===== config.mk =====
export PLATFORM = sky130hd
export DESIGN_NAME = pasb_top
export DESIGN_NICKNAME = d
export VERILOG_FILES = /design/src/rtl/pasb_pkg.sv /design/src/rtl/pasb_xfer_if.sv /design/src/rtl/pasb_xfer.sv /design/src/rtl/pasb_top.sv
export VERILOG_INCLUDE_DIRS = /design/src /design/src/rtl
export SDC_FILE = /design/constraint.sdc
export NUM_CORES = 2
export LEC_CHECK = 0
export CORE_UTILIZATION = 25
export DETAILED_ROUTE_END_ITERATION = 12
export DONT_BUFFER_PORTS = 1
export HOLD_SLACK_MARGIN = 0.08
export PLACE_DENSITY = 0.47
export SLEW_MARGIN = 20
export SYNTH_ARGS = -nofsm -noshare
export SYNTH_HDL_FRONTEND = slang
export SYNTH_SLANG_ARGS = --single-unit

===== constraint.sdc =====
create_clock -name clk -period 6.1 [get_ports clk]
set_clock_uncertainty 0.05 [all_clocks]
set_input_delay 0.305 -clock clk [delete_from_list [all_inputs] [get_ports clk]]
set_output_delay 0.305 -clock clk [all_outputs]
set_load 0.005 [all_outputs]

===== src/rtl/pasb_params.svh =====
// constants for the periodic sample buffer: register offsets, field positions,
// reset values and channel encodings
// assumes: included by bare name wherever the block's numbers are needed
`ifndef PASB_PARAMS_SVH
`define PASB_PARAMS_SVH

// register byte offsets on the 12-bit lite bus address
`define PASB_OFF_CTRL     12'h000
`define PASB_OFF_STATUS   12'h004
`define PASB_OFF_CHMASK   12'h008
`define PASB_OFF_PERIOD   12'h00c
`define PASB_OFF_BUFLEN   12'h010
`define PASB_OFF_ITERS    12'h014
`define PASB_OFF_INDEX    12'h018
`define PASB_OFF_IRQSTAT  12'h01c
`define PASB_OFF_IRQMASK  12'h020
// sample buffer window, one word per location, read only
`define PASB_BUF_REGION   3'h1

// field positions
`define PASB_CTRL_RUN     0
`define PASB_IRQ_BLOCK    0
`define PASB_IRQ_CFGERR   1
`define PASB_IRQ_OVERRUN  2

// reset values
`define PASB_BUFLEN_RST   8'h80
`define PASB_ITERS_RST    16'h000a
`define PASB_PERIOD_RST   24'h000fa0
`define PASB_CHMASK_RST   18'h00000

// channel map: 16 regular inputs, then the two internal sensors
`define PASB_NCH          18
`define PASB_MASK_TEMP    18'h10000
`define PASB_MASK_VOLT    18'h20000

// bus answers
`define PASB_RESP_OKAY    2'h0
`define PASB_RESP_SLVERR  2'h2

`endif


===== src/rtl/pasb_pkg.sv =====
// types shared by the periodic sample buffer modules
// assumes: nothing beyond a SystemVerilog compiler
package pasb_pkg;
  typedef logic [15:0] pasb_word_t;
  typedef logic [6:0]  pasb_ptr_t;
  typedef logic [7:0]  pasb_len_t;
  typedef logic [4:0]  pasb_ch_t;
  // scan sequencer: gray along idle, wait, transfer
  typedef enum logic [1:0] {PASB_SEQ_IDLE = 2'h0, PASB_SEQ_WAIT = 2'h1, PASB_SEQ_XFER = 2'h3} pasb_seq_t;
  // transfer engine
  typedef enum logic [1:0] {PASB_ENG_IDLE = 2'h0, PASB_ENG_PULL = 2'h1} pasb_eng_t;
endpackage


===== src/rtl/pasb_xfer_if.sv =====
// link between the sequencer top and its transfer engine
// assumes: both ends run on the one system clock
`timescale 1ns/10ps
interface pasb_xfer_if;
  import pasb_pkg::*;
  logic       run_start;
  logic       scan_done;
  logic       sd_mode;
  logic       sd_valid;
  pasb_word_t sd_data;
  pasb_word_t res_data;
  pasb_ch_t   first_ch;
  pasb_ch_t   last_ch;
  pasb_len_t  buflen;
  logic [15:0] iters;
  pasb_ch_t   res_ch;
  logic       busy;
  logic       wr_en;
  pasb_ptr_t  wr_addr;
  pasb_word_t wr_data;
  logic       notify;
  pasb_ptr_t  notify_idx;

  modport eng (input run_start, scan_done, sd_mode, sd_valid, sd_data, res_data, first_ch, last_ch,
               buflen, iters, output res_ch, busy, wr_en, wr_addr, wr_data, notify, notify_idx);
  modport ctl (output run_start, scan_done, sd_mode, sd_valid, sd_data, res_data, first_ch, last_ch,
               buflen, iters, input res_ch, busy, wr_en, wr_addr, wr_data, notify, notify_idx);
endinterface


===== src/rtl/pasb_xfer.sv =====
// transfer engine: moves each finished scan into the circular buffer and
// counts iterations towards a block notification
// assumes: converter result for res_ch is valid in the same cycle
`timescale 1ns/10ps
`include "pasb_params.svh"
module pasb_xfer (
  input wire logic clk,
  input wire logic resetn,
  pasb_xfer_if.eng x
);
  import pasb_pkg::*;

  pasb_eng_t  state, next_state;
  pasb_ch_t   ch, next_ch;
  pasb_ptr_t  ptr, next_ptr;
  pasb_ptr_t  blk, next_blk;
  pasb_ptr_t  wr_addr, next_wr_addr;
  pasb_ptr_t  idx, next_idx;
  pasb_word_t wr_data, next_wr_data;
  logic [15:0] iter, next_iter;
  logic       wr_en, next_wr_en;
  logic       notify, next_notify;

  // wrap after the last configured location
  function automatic pasb_ptr_t ptr_inc(input pasb_ptr_t p, input pasb_len_t len);
    if ({1'b0, p} + 8'h01 >= len)
      return 7'h00;
    return 7'(p + 7'h01);
  endfunction

  ////////////////////////////////////////////////////////////////////////////
  // next state: pull or push, then close the scan
  always_comb begin
    logic end_scan;
    end_scan     = 1'b0;
    next_state   = state;
    next_ch      = ch;
    next_ptr     = ptr;
    next_blk     = blk;
    next_iter    = iter;
    next_idx     = idx;
    next_wr_en   = 1'b0;
    next_wr_addr = wr_addr;
    next_wr_data = wr_data;
    next_notify  = 1'b0;
    if (x.run_start) begin
      next_state = PASB_ENG_IDLE;
      next_ptr   = 7'h00;
      next_blk   = 7'h00;
      next_iter  = 16'h0000;
    end else begin
      case (state)
        PASB_ENG_IDLE: begin
          if (x.sd_mode) begin
            // results are pushed by the converter, no pull path used
            if (x.sd_valid) begin
              next_wr_en   = 1'b1;
              next_wr_addr = ptr;
              next_wr_data = x.sd_data;
              next_ptr     = ptr_inc(ptr, x.buflen);
            end
            end_scan = x.scan_done;
          end else if (x.scan_done) begin
            next_state = PASB_ENG_PULL;
            next_ch    = x.first_ch;
          end
        end
        PASB_ENG_PULL: begin
          // one channel per cycle, lowest to highest, gaps included
          next_wr_en   = 1'b1;
          next_wr_addr = ptr;
          next_wr_data = x.res_data;
          next_ptr     = ptr_inc(ptr, x.buflen);
          if (ch == x.last_ch) begin
            next_state = PASB_ENG_IDLE;
            end_scan   = 1'b1;
          end else begin
            next_ch = 5'(ch + 5'h01);
          end
        end
        default: next_state = PASB_ENG_IDLE;
      endcase
      // sampling carries on after a block; old locations get overwritten
      if (end_scan) begin
        if ({1'b0, iter} + 17'h00001 >= {1'b0, x.iters}) begin
          next_notify = 1'b1;
          next_idx    = blk;
          next_blk    = next_ptr;
          next_iter   = 16'h0000;
        end else begin
          next_iter = 16'(iter + 16'h0001);
        end
      end
    end
  end

  always_ff @(posedge clk or negedge resetn) begin
    if (!resetn) begin
      state   <= PASB_ENG_IDLE;
      ch      <= 5'h00;
      ptr     <= 7'h00;
      blk     <= 7'h00;
      iter    <= 16'h0000;
      idx     <= 7'h00;
      wr_en   <= 1'b0;
      wr_addr <= 7'h00;
      wr_data <= 16'h0000;
      notify  <= 1'b0;
    end else begin
      state   <= next_state;
      ch      <= next_ch;
      ptr     <= next_ptr;
      blk     <= next_blk;
      iter    <= next_iter;
      idx     <= next_idx;
      wr_en   <= next_wr_en;
      wr_addr <= next_wr_addr;
      wr_data <= next_wr_data;
      notify  <= next_notify;
    end
  end

  assign x.res_ch     = ch;
  assign x.busy       = (state == PASB_ENG_PULL);
  assign x.wr_en      = wr_en;
  assign x.wr_addr    = wr_addr;
  assign x.wr_data    = wr_data;
  assign x.notify     = notify;
  assign x.notify_idx = idx;
endmodule


===== src/rtl/pasb_top.sv =====
// periodic sample buffer: timer-driven single scans, results stored in a
// circular buffer of 16-bit words, block notification by interrupt
// assumes: converter logic on the same clock; sigma-delta strap comes from a pin
//
// Notes on behaviour
// - each scan stored in channel order, consecutively
// - notify after configured iterations are stored
// - keep sampling after notify, buffer circular
// - notification carries start index of block
// - single scan only, no group or DMA
// - sigma-delta converter bypasses the pull path
// - each location holds one 16-bit word
// - buffer length configurable, default 128
// - iterations per notify configurable, default 10
// - timer fires one scan, engine stores it
// - gap channels inside range also stored
`timescale 1ns/10ps
`include "pasb_params.svh"
module pasb_top (
  input  wire logic               clk,
  input  wire logic               resetn,
  input  wire logic [11:0]        s_axi_awaddr,
  input  wire logic               s_axi_awvalid,
  output logic                    s_axi_awready,
  input  wire logic [31:0]        s_axi_wdata,
  input  wire logic [3:0]         s_axi_wstrb,
  input  wire logic               s_axi_wvalid,
  output logic                    s_axi_wready,
  output logic [1:0]              s_axi_bresp,
  output logic                    s_axi_bvalid,
  input  wire logic               s_axi_bready,
  input  wire logic [11:0]        s_axi_araddr,
  input  wire logic               s_axi_arvalid,
  output logic                    s_axi_arready,
  output logic [31:0]             s_axi_rdata,
  output logic [1:0]              s_axi_rresp,
  output logic                    s_axi_rvalid,
  input  wire logic               s_axi_rready,
  output logic                    scan_start,
  output pasb_pkg::pasb_ch_t      scan_first_ch,
  output pasb_pkg::pasb_ch_t      scan_last_ch,
  input  wire logic               scan_done,
  output pasb_pkg::pasb_ch_t      res_ch,
  input  wire pasb_pkg::pasb_word_t res_data,
  input  wire logic               res_push_valid,
  input  wire pasb_pkg::pasb_word_t res_push_data,
  input  wire logic               conv_sigma_delta,
  output logic                    irq
);
  import pasb_pkg::*;

  pasb_xfer_if x ();

  pasb_xfer u_xfer (
    .clk    (clk),
    .resetn (resetn),
    .x      (x.eng)
  );

  ////////////////////////////////////////////////////////////////////////////
  // state
  logic        aw_rdy, next_aw_rdy;
  logic        w_rdy, next_w_rdy;
  logic [11:0] aw_addr, next_aw_addr;
  logic [31:0] w_data, next_w_data;
  logic [3:0]  w_strb, next_w_strb;
  logic        bvalid, next_bvalid;
  logic [1:0]  bresp, next_bresp;
  logic        ar_rdy, next_ar_rdy;
  logic        rvalid, next_rvalid;
  logic [31:0] rdata, next_rdata;
  logic [1:0]  rresp, next_rresp;
  logic        run, next_run;
  logic        run_start, next_run_start;
  logic [17:0] chmask, next_chmask;
  logic [23:0] period, next_period;
  pasb_len_t   buflen, next_buflen;
  logic [15:0] iters, next_iters;
  pasb_ptr_t   idx, next_idx;
  logic [2:0]  irq_stat, next_irq_stat;
  logic [2:0]  irq_mask, next_irq_mask;
  logic        irq_q, next_irq;
  pasb_ch_t    first_ch, next_first_ch;
  pasb_ch_t    last_ch, next_last_ch;
  pasb_seq_t   seq, next_seq;
  logic [23:0] tcnt, next_tcnt;
  logic        start_q, next_start;
  logic        tick;
  logic        overrun;
  logic        sd_meta;
  logic        sd_sync;
  pasb_word_t  mem [128];

  // byte-lane merge for partial writes
  function automatic logic [31:0] wmerge(input logic [31:0] old, input logic [31:0] nw, input logic [3:0] s);
    for (int b = 0; b < 4; b++)
      if (s[b])
        old[8*b +: 8] = nw[8*b +: 8];
    return old;
  endfunction

  // lowest (hi=0) or highest (hi=1) selected channel
  function automatic pasb_ch_t ch_edge(input logic [17:0] m, input logic hi);
    pasb_ch_t r;
    r = 5'h00;
    for (int i = 0; i < `PASB_NCH; i++)
      if (m[hi ? i : `PASB_NCH - 1 - i])
        r = 5'(hi ? i : `PASB_NCH - 1 - i);
    return r;
  endfunction

  ////////////////////////////////////////////////////////////////////////////
  // strap from a pin: two flops before anyone looks at it
  always_ff @(posedge clk or negedge resetn) begin
    if (!resetn) begin
      sd_meta <= 1'b0;
      sd_sync <= 1'b0;
    end else begin
      sd_meta <= conv_sigma_delta;
      sd_sync <= sd_meta;
    end
  end

  ////////////////////////////////////////////////////////////////////////////
  // bus slave, register writes and interrupt status
  always_comb begin
    logic       do_wr;
    logic       bad_cfg;
    logic       cfg_evt;
    logic [2:0] clr;
    do_wr          = !aw_rdy && !w_rdy && !bvalid;
    bad_cfg        = (chmask == 18'h00000) ||
                     ((chmask & (`PASB_MASK_TEMP | `PASB_MASK_VOLT)) != 18'h00000 &&
                      chmask != `PASB_MASK_TEMP && chmask != `PASB_MASK_VOLT);
    cfg_evt        = 1'b0;
    clr            = 3'h0;
    next_aw_rdy    = aw_rdy;
    next_w_rdy     = w_rdy;
    next_aw_addr   = aw_addr;
    next_w_data    = w_data;
    next_w_strb    = w_strb;
    next_bvalid    = bvalid;
    next_bresp     = bresp;
    next_ar_rdy    = ar_rdy;
    next_rvalid    = rvalid;
    next_rdata     = rdata;
    next_rresp     = rresp;
    next_run       = run;
    next_run_start = 1'b0;
    next_chmask    = chmask;
    next_period    = period;
    next_buflen    = buflen;
    next_iters     = iters;
    next_first_ch  = first_ch;
    next_last_ch   = last_ch;
    next_irq_mask  = irq_mask;
    // address and data may come in either order
    if (s_axi_awvalid && aw_rdy) begin
      next_aw_rdy  = 1'b0;
      next_aw_addr = s_axi_awaddr;
    end
    if (s_axi_wvalid && w_rdy) begin
      next_w_rdy  = 1'b0;
      next_w_data = s_axi_wdata;
      next_w_strb = s_axi_wstrb;
    end
    if (bvalid && s_axi_bready) begin
      next_bvalid = 1'b0;
      next_aw_rdy = 1'b1;
      next_w_rdy  = 1'b1;
    end
    if (do_wr) begin
      next_bvalid = 1'b1;
      next_bresp  = `PASB_RESP_OKAY;
      case (aw_addr)
        `PASB_OFF_CTRL: begin
          if (w_strb[0] && w_data[`PASB_CTRL_RUN] && !run) begin
            // a bad channel selection refuses the start
            if (bad_cfg) begin
              cfg_evt = 1'b1;
            end else begin
              next_run       = 1'b1;
              next_run_start = 1'b1;
              next_first_ch  = ch_edge(chmask, 1'b0);
              next_last_ch   = ch_edge(chmask, 1'b1);
            end
          end else if (w_strb[0] && !w_data[`PASB_CTRL_RUN]) begin
            next_run = 1'b0;
          end
        end
        `PASB_OFF_CHMASK:  next_chmask   = 18'(wmerge({14'h0000, chmask}, w_data, w_strb));
        `PASB_OFF_PERIOD:  next_period   = 24'(wmerge({8'h00, period}, w_data, w_strb));
        `PASB_OFF_BUFLEN:  next_buflen   = 8'(wmerge({24'h000000, buflen}, w_data, w_strb));
        `PASB_OFF_ITERS:   next_iters    = 16'(wmerge({16'h0000, iters}, w_data, w_strb));
        `PASB_OFF_IRQSTAT: clr           = w_strb[0] ? w_data[2:0] : 3'h0;
        `PASB_OFF_IRQMASK: next_irq_mask = w_strb[0] ? w_data[2:0] : irq_mask;
        default:           next_bresp    = `PASB_RESP_SLVERR;
      endcase
    end
    // read answer one cycle after the address is taken
    if (rvalid && s_axi_rready) begin
      next_rvalid = 1'b0;
      next_ar_rdy = 1'b1;
    end
    if (s_axi_arvalid && ar_rdy) begin
      next_ar_rdy = 1'b0;
      next_rvalid = 1'b1;
      next_rresp  = `PASB_RESP_OKAY;
      case (s_axi_araddr)
        `PASB_OFF_CTRL:    next_rdata = {31'h00000000, run};
        `PASB_OFF_STATUS:  next_rdata = {29'h00000000, sd_sync, seq != PASB_SEQ_IDLE, run};
        `PASB_OFF_CHMASK:  next_rdata = {14'h0000, chmask};
        `PASB_OFF_PERIOD:  next_rdata = {8'h00, period};
        `PASB_OFF_BUFLEN:  next_rdata = {24'h000000, buflen};
        `PASB_OFF_ITERS:   next_rdata = {16'h0000, iters};
        `PASB_OFF_INDEX:   next_rdata = {25'h0000000, idx};
        `PASB_OFF_IRQSTAT: next_rdata = {29'h00000000, irq_stat};
        `PASB_OFF_IRQMASK: next_rdata = {29'h00000000, irq_mask};
        default: begin
          if (s_axi_araddr[11:9] == `PASB_BUF_REGION) begin
            next_rdata = {16'h0000, mem[s_axi_araddr[8:2]]};
          end else begin
            next_rdata = 32'h00000000;
            next_rresp = `PASB_RESP_SLVERR;
          end
        end
      endcase
    end
    // latest block index for software
    next_idx = x.notify ? x.notify_idx : idx;
    // set wins over a clear in the same cycle
    next_irq_stat = (irq_stat & ~clr) | {overrun, cfg_evt, x.notify};
    next_irq      = |(next_irq_stat & next_irq_mask);
  end

  ////////////////////////////////////////////////////////////////////////////
  // period timer and single-shot scan sequencer
  always_comb begin
    next_seq   = seq;
    next_tcnt  = tcnt;
    next_start = 1'b0;
    tick       = 1'b0;
    if (!run) begin
      next_tcnt = 24'h000000;
    end else if (tcnt + 24'h000001 >= period) begin
      tick      = 1'b1;
      next_tcnt = 24'h000000;
    end else begin
      next_tcnt = 24'(tcnt + 24'h000001);
    end
    // a tick while a scan is still in flight is dropped, not queued
    overrun = tick && seq != PASB_SEQ_IDLE;
    case (seq)
      PASB_SEQ_IDLE: begin
        if (tick) begin
          next_start = 1'b1;
          next_seq   = PASB_SEQ_WAIT;
        end
      end
      PASB_SEQ_WAIT: begin
        if (scan_done)
          next_seq = sd_sync ? PASB_SEQ_IDLE : PASB_SEQ_XFER;
      end
      PASB_SEQ_XFER: begin
        if (!x.busy)
          next_seq = PASB_SEQ_IDLE;
      end
      default: next_seq = PASB_SEQ_IDLE;
    endcase
  end

  ////////////////////////////////////////////////////////////////////////////
  always_ff @(posedge clk or negedge resetn) begin
    if (!resetn) begin
      aw_rdy    <= 1'b1;
      w_rdy     <= 1'b1;
      aw_addr   <= 12'h000;
      w_data    <= 32'h00000000;
      w_strb    <= 4'h0;
      bvalid    <= 1'b0;
      bresp     <= `PASB_RESP_OKAY;
      ar_rdy    <= 1'b1;
      rvalid    <= 1'b0;
      rdata     <= 32'h00000000;
      rresp     <= `PASB_RESP_OKAY;
      run       <= 1'b0;
      run_start <= 1'b0;
      chmask    <= `PASB_CHMASK_RST;
      period    <= `PASB_PERIOD_RST;
      buflen    <= `PASB_BUFLEN_RST;
      iters     <= `PASB_ITERS_RST;
      idx       <= 7'h00;
      irq_stat  <= 3'h0;
      irq_mask  <= 3'h0;
      irq_q     <= 1'b0;
      first_ch  <= 5'h00;
      last_ch   <= 5'h00;
      seq       <= PASB_SEQ_IDLE;
      tcnt      <= 24'h000000;
      start_q   <= 1'b0;
    end else begin
      aw_rdy    <= next_aw_rdy;
      w_rdy     <= next_w_rdy;
      aw_addr   <= next_aw_addr;
      w_data    <= next_w_data;
      w_strb    <= next_w_strb;
      bvalid    <= next_bvalid;
      bresp     <= next_bresp;
      ar_rdy    <= next_ar_rdy;
      rvalid    <= next_rvalid;
      rdata     <= next_rdata;
      rresp     <= next_rresp;
      run       <= next_run;
      run_start <= next_run_start;
      chmask    <= next_chmask;
      period    <= next_period;
      buflen    <= next_buflen;
      iters     <= next_iters;
      idx       <= next_idx;
      irq_stat  <= next_irq_stat;
      irq_mask  <= next_irq_mask;
      irq_q     <= next_irq;
      first_ch  <= next_first_ch;
      last_ch   <= next_last_ch;
      seq       <= next_seq;
      tcnt      <= next_tcnt;
      start_q   <= next_start;
    end
  end

  // sample storage: no reset, contents undefined until first written
  always_ff @(posedge clk) begin
    if (x.wr_en)
      mem[x.wr_addr] <= x.wr_data;
  end

  // engine hookup
  assign x.run_start = run_start;
  assign x.scan_done = scan_done && seq == PASB_SEQ_WAIT;
  assign x.sd_mode   = sd_sync;
  assign x.sd_valid  = res_push_valid;
  assign x.sd_data   = res_push_data;
  assign x.res_data  = res_data;
  assign x.first_ch  = first_ch;
  assign x.last_ch   = last_ch;
  assign x.buflen    = buflen;
  assign x.iters     = iters;

  assign s_axi_awready = aw_rdy;
  assign s_axi_wready  = w_rdy;
  assign s_axi_bvalid  = bvalid;
  assign s_axi_bresp   = bresp;
  assign s_axi_arready = ar_rdy;
  assign s_axi_rvalid  = rvalid;
  assign s_axi_rdata   = rdata;
  assign s_axi_rresp   = rresp;
  assign scan_start    = start_q;
  assign scan_first_ch = first_ch;
  assign scan_last_ch  = last_ch;
  assign res_ch        = x.res_ch;
  assign irq           = irq_q;
endmodule


## After elaboration in Yosys (flattened, before gate mapping)

Memories as Yosys holds them, arrays and structs flattened.
Index checks and enable logic that the tools add are counted.

- Word-level logic and storage cells: 273
- Input port bits: 102
- Memories: 1
- Memory bits (writable): 2,048
- Flip-flop bits (word level): 270
- Latch bits: 0
- ROM bits: 0
- Output and inout port bits: 58

- Equality and inequality tests: 33
- Divide/modulo/power cells: 0
- Multiplexer cells: 126
- Reduce and logical (&&, ||, !) cells: 55
- Add/sub/neg operators: 6
- Multipliers: 0
- $lt $le $gt $ge: 3
- Shift-type cells: 0
- Bitwise operators: 6

Memories:

| memory | words | width | read ports | clocked after memory_dff | wr ports | line | source |
|---|---|---|---|---|---|---|---|
| mem | 128 | 16 | 1 | 0 | 1 | pasb_top.sv:92 | `pasb_word_t mem [128];` |

Operator list:

| cell | count |
|---|---|
| $pmux W24 S9 | 1 |
| $mux W5 | 37 |
| $mux W16 | 6 |
| $eq A12 B5 Y1 const B | 7 |
| $mux W7 | 11 |
| $eq A12 B4 Y1 const B | 4 |
| $mux W24 | 2 |
| $mux W1 | 44 |
| $reduce_and A3 Y1 | 12 |
| $pmux W16 S2 | 1 |
| $pmux W7 S2 | 2 |
| $add A24 B1 Y24 const B | 1 |
| $eq A12 B6 Y1 const B | 2 |
| $ge A24 B24 Y1 | 1 |
| $logic_not A12 Y1 | 2 |
| $mux W2 | 11 |
| $logic_not A18 Y1 | 1 |
| $mux W3 | 6 |
| $ne A18 B17 Y1 const B | 1 |
| $ne A18 B18 Y1 const B | 1 |
| $reduce_bool A18 Y1 | 1 |
| $reduce_bool A2 Y1 | 9 |
| $add A16 B1 Y17 const B | 1 |
| $ge A17 B16 Y1 | 1 |
| other kinds (33) | 64 |

## Logic depth before layout (Yosys ltp)

- Depth in word-level cells: 18
- Mapped depth: 15
- Gate-level depth less buffers: 14

## By module

From an unflattened synthesis, not the netlist that was laid out.

- Cell total of the unflattened synthesis: 4,771
- Area, all modules: 91,916.9 µm²

Modules (own cells, without submodules):

| module | seq. area each (µm²) | instances | cells an instance | area an instance (µm²) |
|---|---|---|---|---|
| pasb_top | 66,293.6 | 1 | 4,354 | 87,855.5 |
| pasb_xfer | 1,701.6 | 1 | 417 | 4,061.4 |

## Worst setup path before layout

OpenSTA, ideal clock, no wires.

- Kind: register -> register
- Start point: reg u_xfer.iter[0]
- End point: reg u_xfer.iter[0]
- Path slack: 2,622 ps
- Buffers on the path: 0
- Library setup time: 68 ps
- Clock period less this slack: 3,478 ps
- Data required time: 5,982 ps
- Cell stages (with the launch flop): 14
- Data arrival time: 3,359 ps
- Cells stage by stage: dfrtp_1 -> ha_1 -> nand3_1 -> nor3_2 -> and2_1 -> nand3_1 -> xnor2_1 -> ha_1 -> a21o_1 -> a221oi_1 -> o211ai_1 -> a21o_1 -> nor3_1 -> mux2_2

- Word-level cells in the longest chain between the ends: 5
- Elaborated cells on any way between the ends: 6
- Those cells by class: 2 x add/sub; 1 x order compare; 3 x mux

Ends and longest elaborated chain:

| what | line | source |
|---|---|---|
| from (decl) | pasb_xfer.sv:20 | `logic [15:0] iter, next_iter;` |
| from (signal assigned) | pasb_xfer.sv:114 | `iter <= next_iter;` |
| $add A16 B1 Y17 | pasb_xfer.sv:85 | `if ({1'b0, iter} + 17'h00001 >= {1'b0, x.iters}) begin` |
| $ge A17 B16 Y1 | pasb_xfer.sv:85 |  |
| $mux W16 * | pasb_xfer.sv:85 |  |
| $mux W16 * | pasb_xfer.sv:84 | `if (end_scan) begin` |
| $mux W16 * | pasb_xfer.sv:46 | `if (x.run_start) begin` |

Every way passes the cells marked *; elsewhere a longest branch is shown, timed or not. The select of a mux whose other input is x is not followed.
A chain may end at the register's enable or synchronous reset.

## Final worst setup path

- Start point: in s_axi_araddr[7]
- End point: reg rdata[15] (netlist: s_axi_rdata[15])

- Word-level cells in the longest chain between the ends: 3
- Elaborated cells on any way between the ends: 12
- Those cells by class: 8 x eq/ne; 2 x mux; 1 x reduce/logical; 1 x memory

Ends and longest elaborated chain:

| what | line | source |
|---|---|---|
| from (decl) | pasb_top.sv:32 | `input wire logic [11:0] s_axi_araddr,` |
| $mem_v2 Z128 W16 | n/a |  |
| $mux W16 | pasb_top.sv:220 | `` if (s_axi_araddr[11:9] == `PASB_BUF_REGION) begin `` |
| $pmux W24 S9 * | pasb_top.sv:209 | `case (s_axi_araddr)` |
| to (signal assigned) | pasb_top.sv:311 | `rdata <= next_rdata;` |
| to (decl) | pasb_top.sv:71 | `logic [31:0] rdata, next_rdata;` |

Every way passes the cells marked *; elsewhere a longest branch is shown, timed or not.

==> metrics.md <==
| Metric | Value |
|---|---|
| Gr ovfl total | 0 |
| Avg Inst Size Synth | 19.47 µm² |
| Yosys reg bits | 2,307 |
| DR pass1 iterations | 5 |
| Post-synth EDFFs | between 2,000 and 2,500 |
| Area grow syn2layout | 16.87% |
| Final Cycle Share | approximately three quarters |
| Top FF cell, synth | edfxtp_1 |
| Post-detail-place hpwl | between 150 and 200 mm |
| CTS tree | done |
| Fin crit period | 4527 ps |
| First-pass GRT wire length | between 300 and 400 mm |
| Chip height | a little over 600 µm |
| Clock Path Buffers | 4 |
| Pin count of the biggest net entering global routing | 529 |
| Cell mode on critical path | dlygate4sd3_1 |
| Post-cts resize count | 0 |
| Layout Utilization | between 20% and 30% |
| Core ar. | 0.3631 mm² |
| Initial DRC count | around 5,000 |
| Critical path data required time | slightly below 7000 ps |
| Vias in the first global route | 47,930 |
| Pwr dens | 366.9 mW/mm² |
| Unrepaired setup endpoints after global routing | no |
| Final Non-Filler Cells | 10,030 |
| Lkg Pwr | 34.21 nW |
| Port bufs | 0 |
| Initial antenna violation count | 22 |
| Row count | around 220 |
| DRC viols | 0 |
| Die area | 0.3681 mm² |
| Fillcell total | 35,540 |
| Final Max Slew Viols | 0 |
| Vias/cell | around 4.7 |
| Post-Syn Instances | around 4,700 |
| I/O Pins | 160 |
| Worst slack, placed | 1705 ps |
| Final Setup Violations | 0 |
| Worst-skew pair later-pin latency | 900 ps |
| Final worst slack | 1573 ps |
| Max_cap viols | 0 |
| HP Class | input pin to register |
| Slew @ Worst Pin | 1440 ps |
| H-tree Lvls | 4 |
| Die Width | 606.7 µm |
| Clock-pin transition on the worst setup and hold timing paths | 70 ps |
| Post-synth ARST share | 11.23% |
| GRT Overall Usage | 14.57% |
| Dpl cells | between 9,000 and 10,000 |
| Outcome | complete, no violations |
| Post-Syn Area | 0.09142 mm² |
| Total vias in the final route | roughly 48,000 |
| Critical path class | input pin to register |
| Clock sink total | 2,307 |
| Final Hold Viols | 0 |
| Routed len/inst | 27.22 µm |
| Layout cells sized above 1 | 23.22% |
| Slowest-stage cell, CP | dlygate4sd3_1 |
| Synth warn | 0 |
| Startpoint types | input pin |
| Worst path max stage delay | 920 ps |
| Final wirelength | approximately 270 mm |
| CP max FO | 27 |
| Arrival @ worst endpoint | 5310 ps |
| Effective utilization at floorplan | 25.18% |
| Seq/Total Area, Yosys | 74.38% |
| # Post-CTS Setup Buffers | 0 |
| Total CTS buffers | 239 |
| Routability cong. | around 0.83 |
| Peak supply drop | 0.0002510 V |
| Synth cell types | 79 |
| Setup TNS | 0 ps |
| Routed Antenna Nets | 0 |
| Slew headroom | 4.032% |
| # nets final | 5,195 |
| Crit. End Element | register |
| Clock root buffer | clkbuf_16 |
| Max Freq | approximately 220 MHz |
| Critical Path, Cell by Cell | dlygate4sd3_1 -> nor2b_1 -> nand2_1 -> o221ai_1 -> dlygate4sd3_1 -> a21oi_1 -> dlygate4sd3_1 -> nand2_1 -> dlygate4sd3_1 -> a21o_1 |
==> timing repair <==
item,in CTS,in global routing
hold endpoints to repair,359,59
endpoints found under the setup margin,0,0
hold buffers,155,1
==> cells by family (layout without fill, tap and decap cells) <==
family | Yosys count | after routing | share of synthesized area, %
flip-flops | 2307 | 2307 | 74.38
AND/OR/NAND/NOR | 732 | 732 | 3.739
multiplexers | 702 | 702 | 14.91
AO/OA/AOI/OAI | 537 | 537 | 3.955
buffers and inverters | 318 | 841 | 1.846
adder cells (fa/ha/maj) | 52 | 52 | 0.7117
XOR/XNOR | 47 | 47 | 0.4503
other | 1 | 15 | 0.004102
==> layout make-up <==
class	instances	area [µm²]	area share, %
Inverter	74	280.3	0.2623
Clock buffer	318	6451	6.038
Multi-Input combinational cell	2080	21930	20.52
Timing Repair Buffer	339	3139	2.938
Clock inverter	110	979.7	0.9170
Tap cell	4794	5998	5.614
Sequential cell	2307	68060	63.70
Antenna cell	5	12.51	0.01171
==> registers in the layout, indices dropped and copies added, names as in the netlist, 2 cells and up <==
register	flops
s_axi_rdata	24
u_xfer.ptr	7
mem	2048
chmask	18
u_xfer.blk	7
scan_last_ch	5
period	24
w_strb	3
idx	7
tcnt	24
irq_mask	3
seq	2
u_xfer.x.wr_addr	7
buflen	8
w_data	24
scan_first_ch	5
aw_addr	12
u_xfer.iter	16
u_xfer.x.wr_data	16
u_xfer.x.notify_idx	7
irq_stat	3
iters	16
u_xfer.x.res_ch	5
==> per-layer routing <==
metal | part of all wire, % | global-route usage [%] | up-vias
li1 | - | - | 19840
met1 | 44 | 20.45 | 25910
met2 | 47 | 23.24 | 1522
met3 | 6.9 | 2.738 | 346
met4 | 2.3 | 3.444 | 4
met5 | 0.0077 | 0 | -
==> cells in the final DEF (no fill, tap or decap), drive strengths merged, types with 10 or more instances in the layout <==
master and n:
nand2 214, a22o 24, a31oi 24, a21o 18, mux2 111, mux4 517
xnor2 24, nor2 226, dlygate4sd3 154, and3 22, nand4 19, nor4 14
a22oi 116, xor2 23, dfrtp 247, ha 52, a211oi 11, o221ai 17
nand2b 13, o22ai 13, dfstp 12, a21oi 106, inv 77, clkinv 86
conb 10, o21ai 101, clkbuf 318, mux2i 74, o31ai 13, nor2b 49
a221oi 23, bufinv 17, nand3 81, nor3 38, edfxtp 2048, and2 15
o211ai 20, buf 185
==> Yosys cell counts (all sizes together) (17+ instances only) <==
master,number,area share (%)
a21o,18,0.15
a21oi,106,0.58
a221oi,23,0.22
a22o,24,0.23
a22oi,116,0.95
a31oi,24,0.16
and3,22,0.15
buf,156,1.2
clkbuf,88,0.36
dfrtp,247,6.8
edfxtp,2048,67
ha,52,0.71
inv,73,0.30
mux2,111,1.4
mux2i,74,0.81
mux4,517,13
nand2,214,0.88
nand3,81,0.44
nand4,19,0.13
nor2,226,0.93
nor2b,49,0.34
nor3,38,0.24
o211ai,20,0.16
o21ai,101,0.55
o221ai,17,0.16
xnor2,24,0.23
xor2,23,0.22
==> through the flow <==
stage	cell area [µm²]	total power, W	hold WS, ps
after floorplan	91450	0.02272	-40.59
after global placement	97550	0.02461	-32.96
after detailed placement	97690	0.02492	-35.23
after CTS	106700	0.03953	82.59
after global routing	106800	0.04046	122.4
final	106800	0.03920	153.7
==> path summary, 6_finish.rpt <==
path	start	endpoint	slack [ps]	cells past startpoint
hold reg to reg	sd_meta$_DFF_PN0_	sd_sync$_DFF_PN0_	310	0
setup / recovery	s_axi_araddr[7]	s_axi_rdata[15]$_DFFE_PN0P_	1570	10
hold / removal	s_axi_araddr[8]	s_axi_rdata[13]$_DFFE_PN0P_	150	4
min in group asynchronous	resetn	u_xfer.x.res_ch[0]$_DFFE_PN0P_	420	3
setup reg to reg	u_xfer.iter[0]$_DFFE_PN0P_	u_xfer.blk[1]$_DFFE_PN0P_	1920	15
max in group asynchronous	resetn	idx[2]$_DFFE_PN0P_	4130	5
==> power by group <==
group | total [W] | internal (W) | switching, W
sequential | 0.0213 | 0.0197 | 0.00165
clock | 0.0142 | 0.00809 | 0.00612
combinational | 0.00369 | 0.00122 | 0.00247
total | 0.0392 | 0.0290 | 0.0102
==> critical path: cells and delay by family <==
family / cells / cell delay, ps
and+or+nand+nor: 3 / 1710
AOI/OAI and AO/OA: 3 / 560
buffers and inverters: 4 / 2650
No activity file was read; power rests on OpenSTA's default activity.
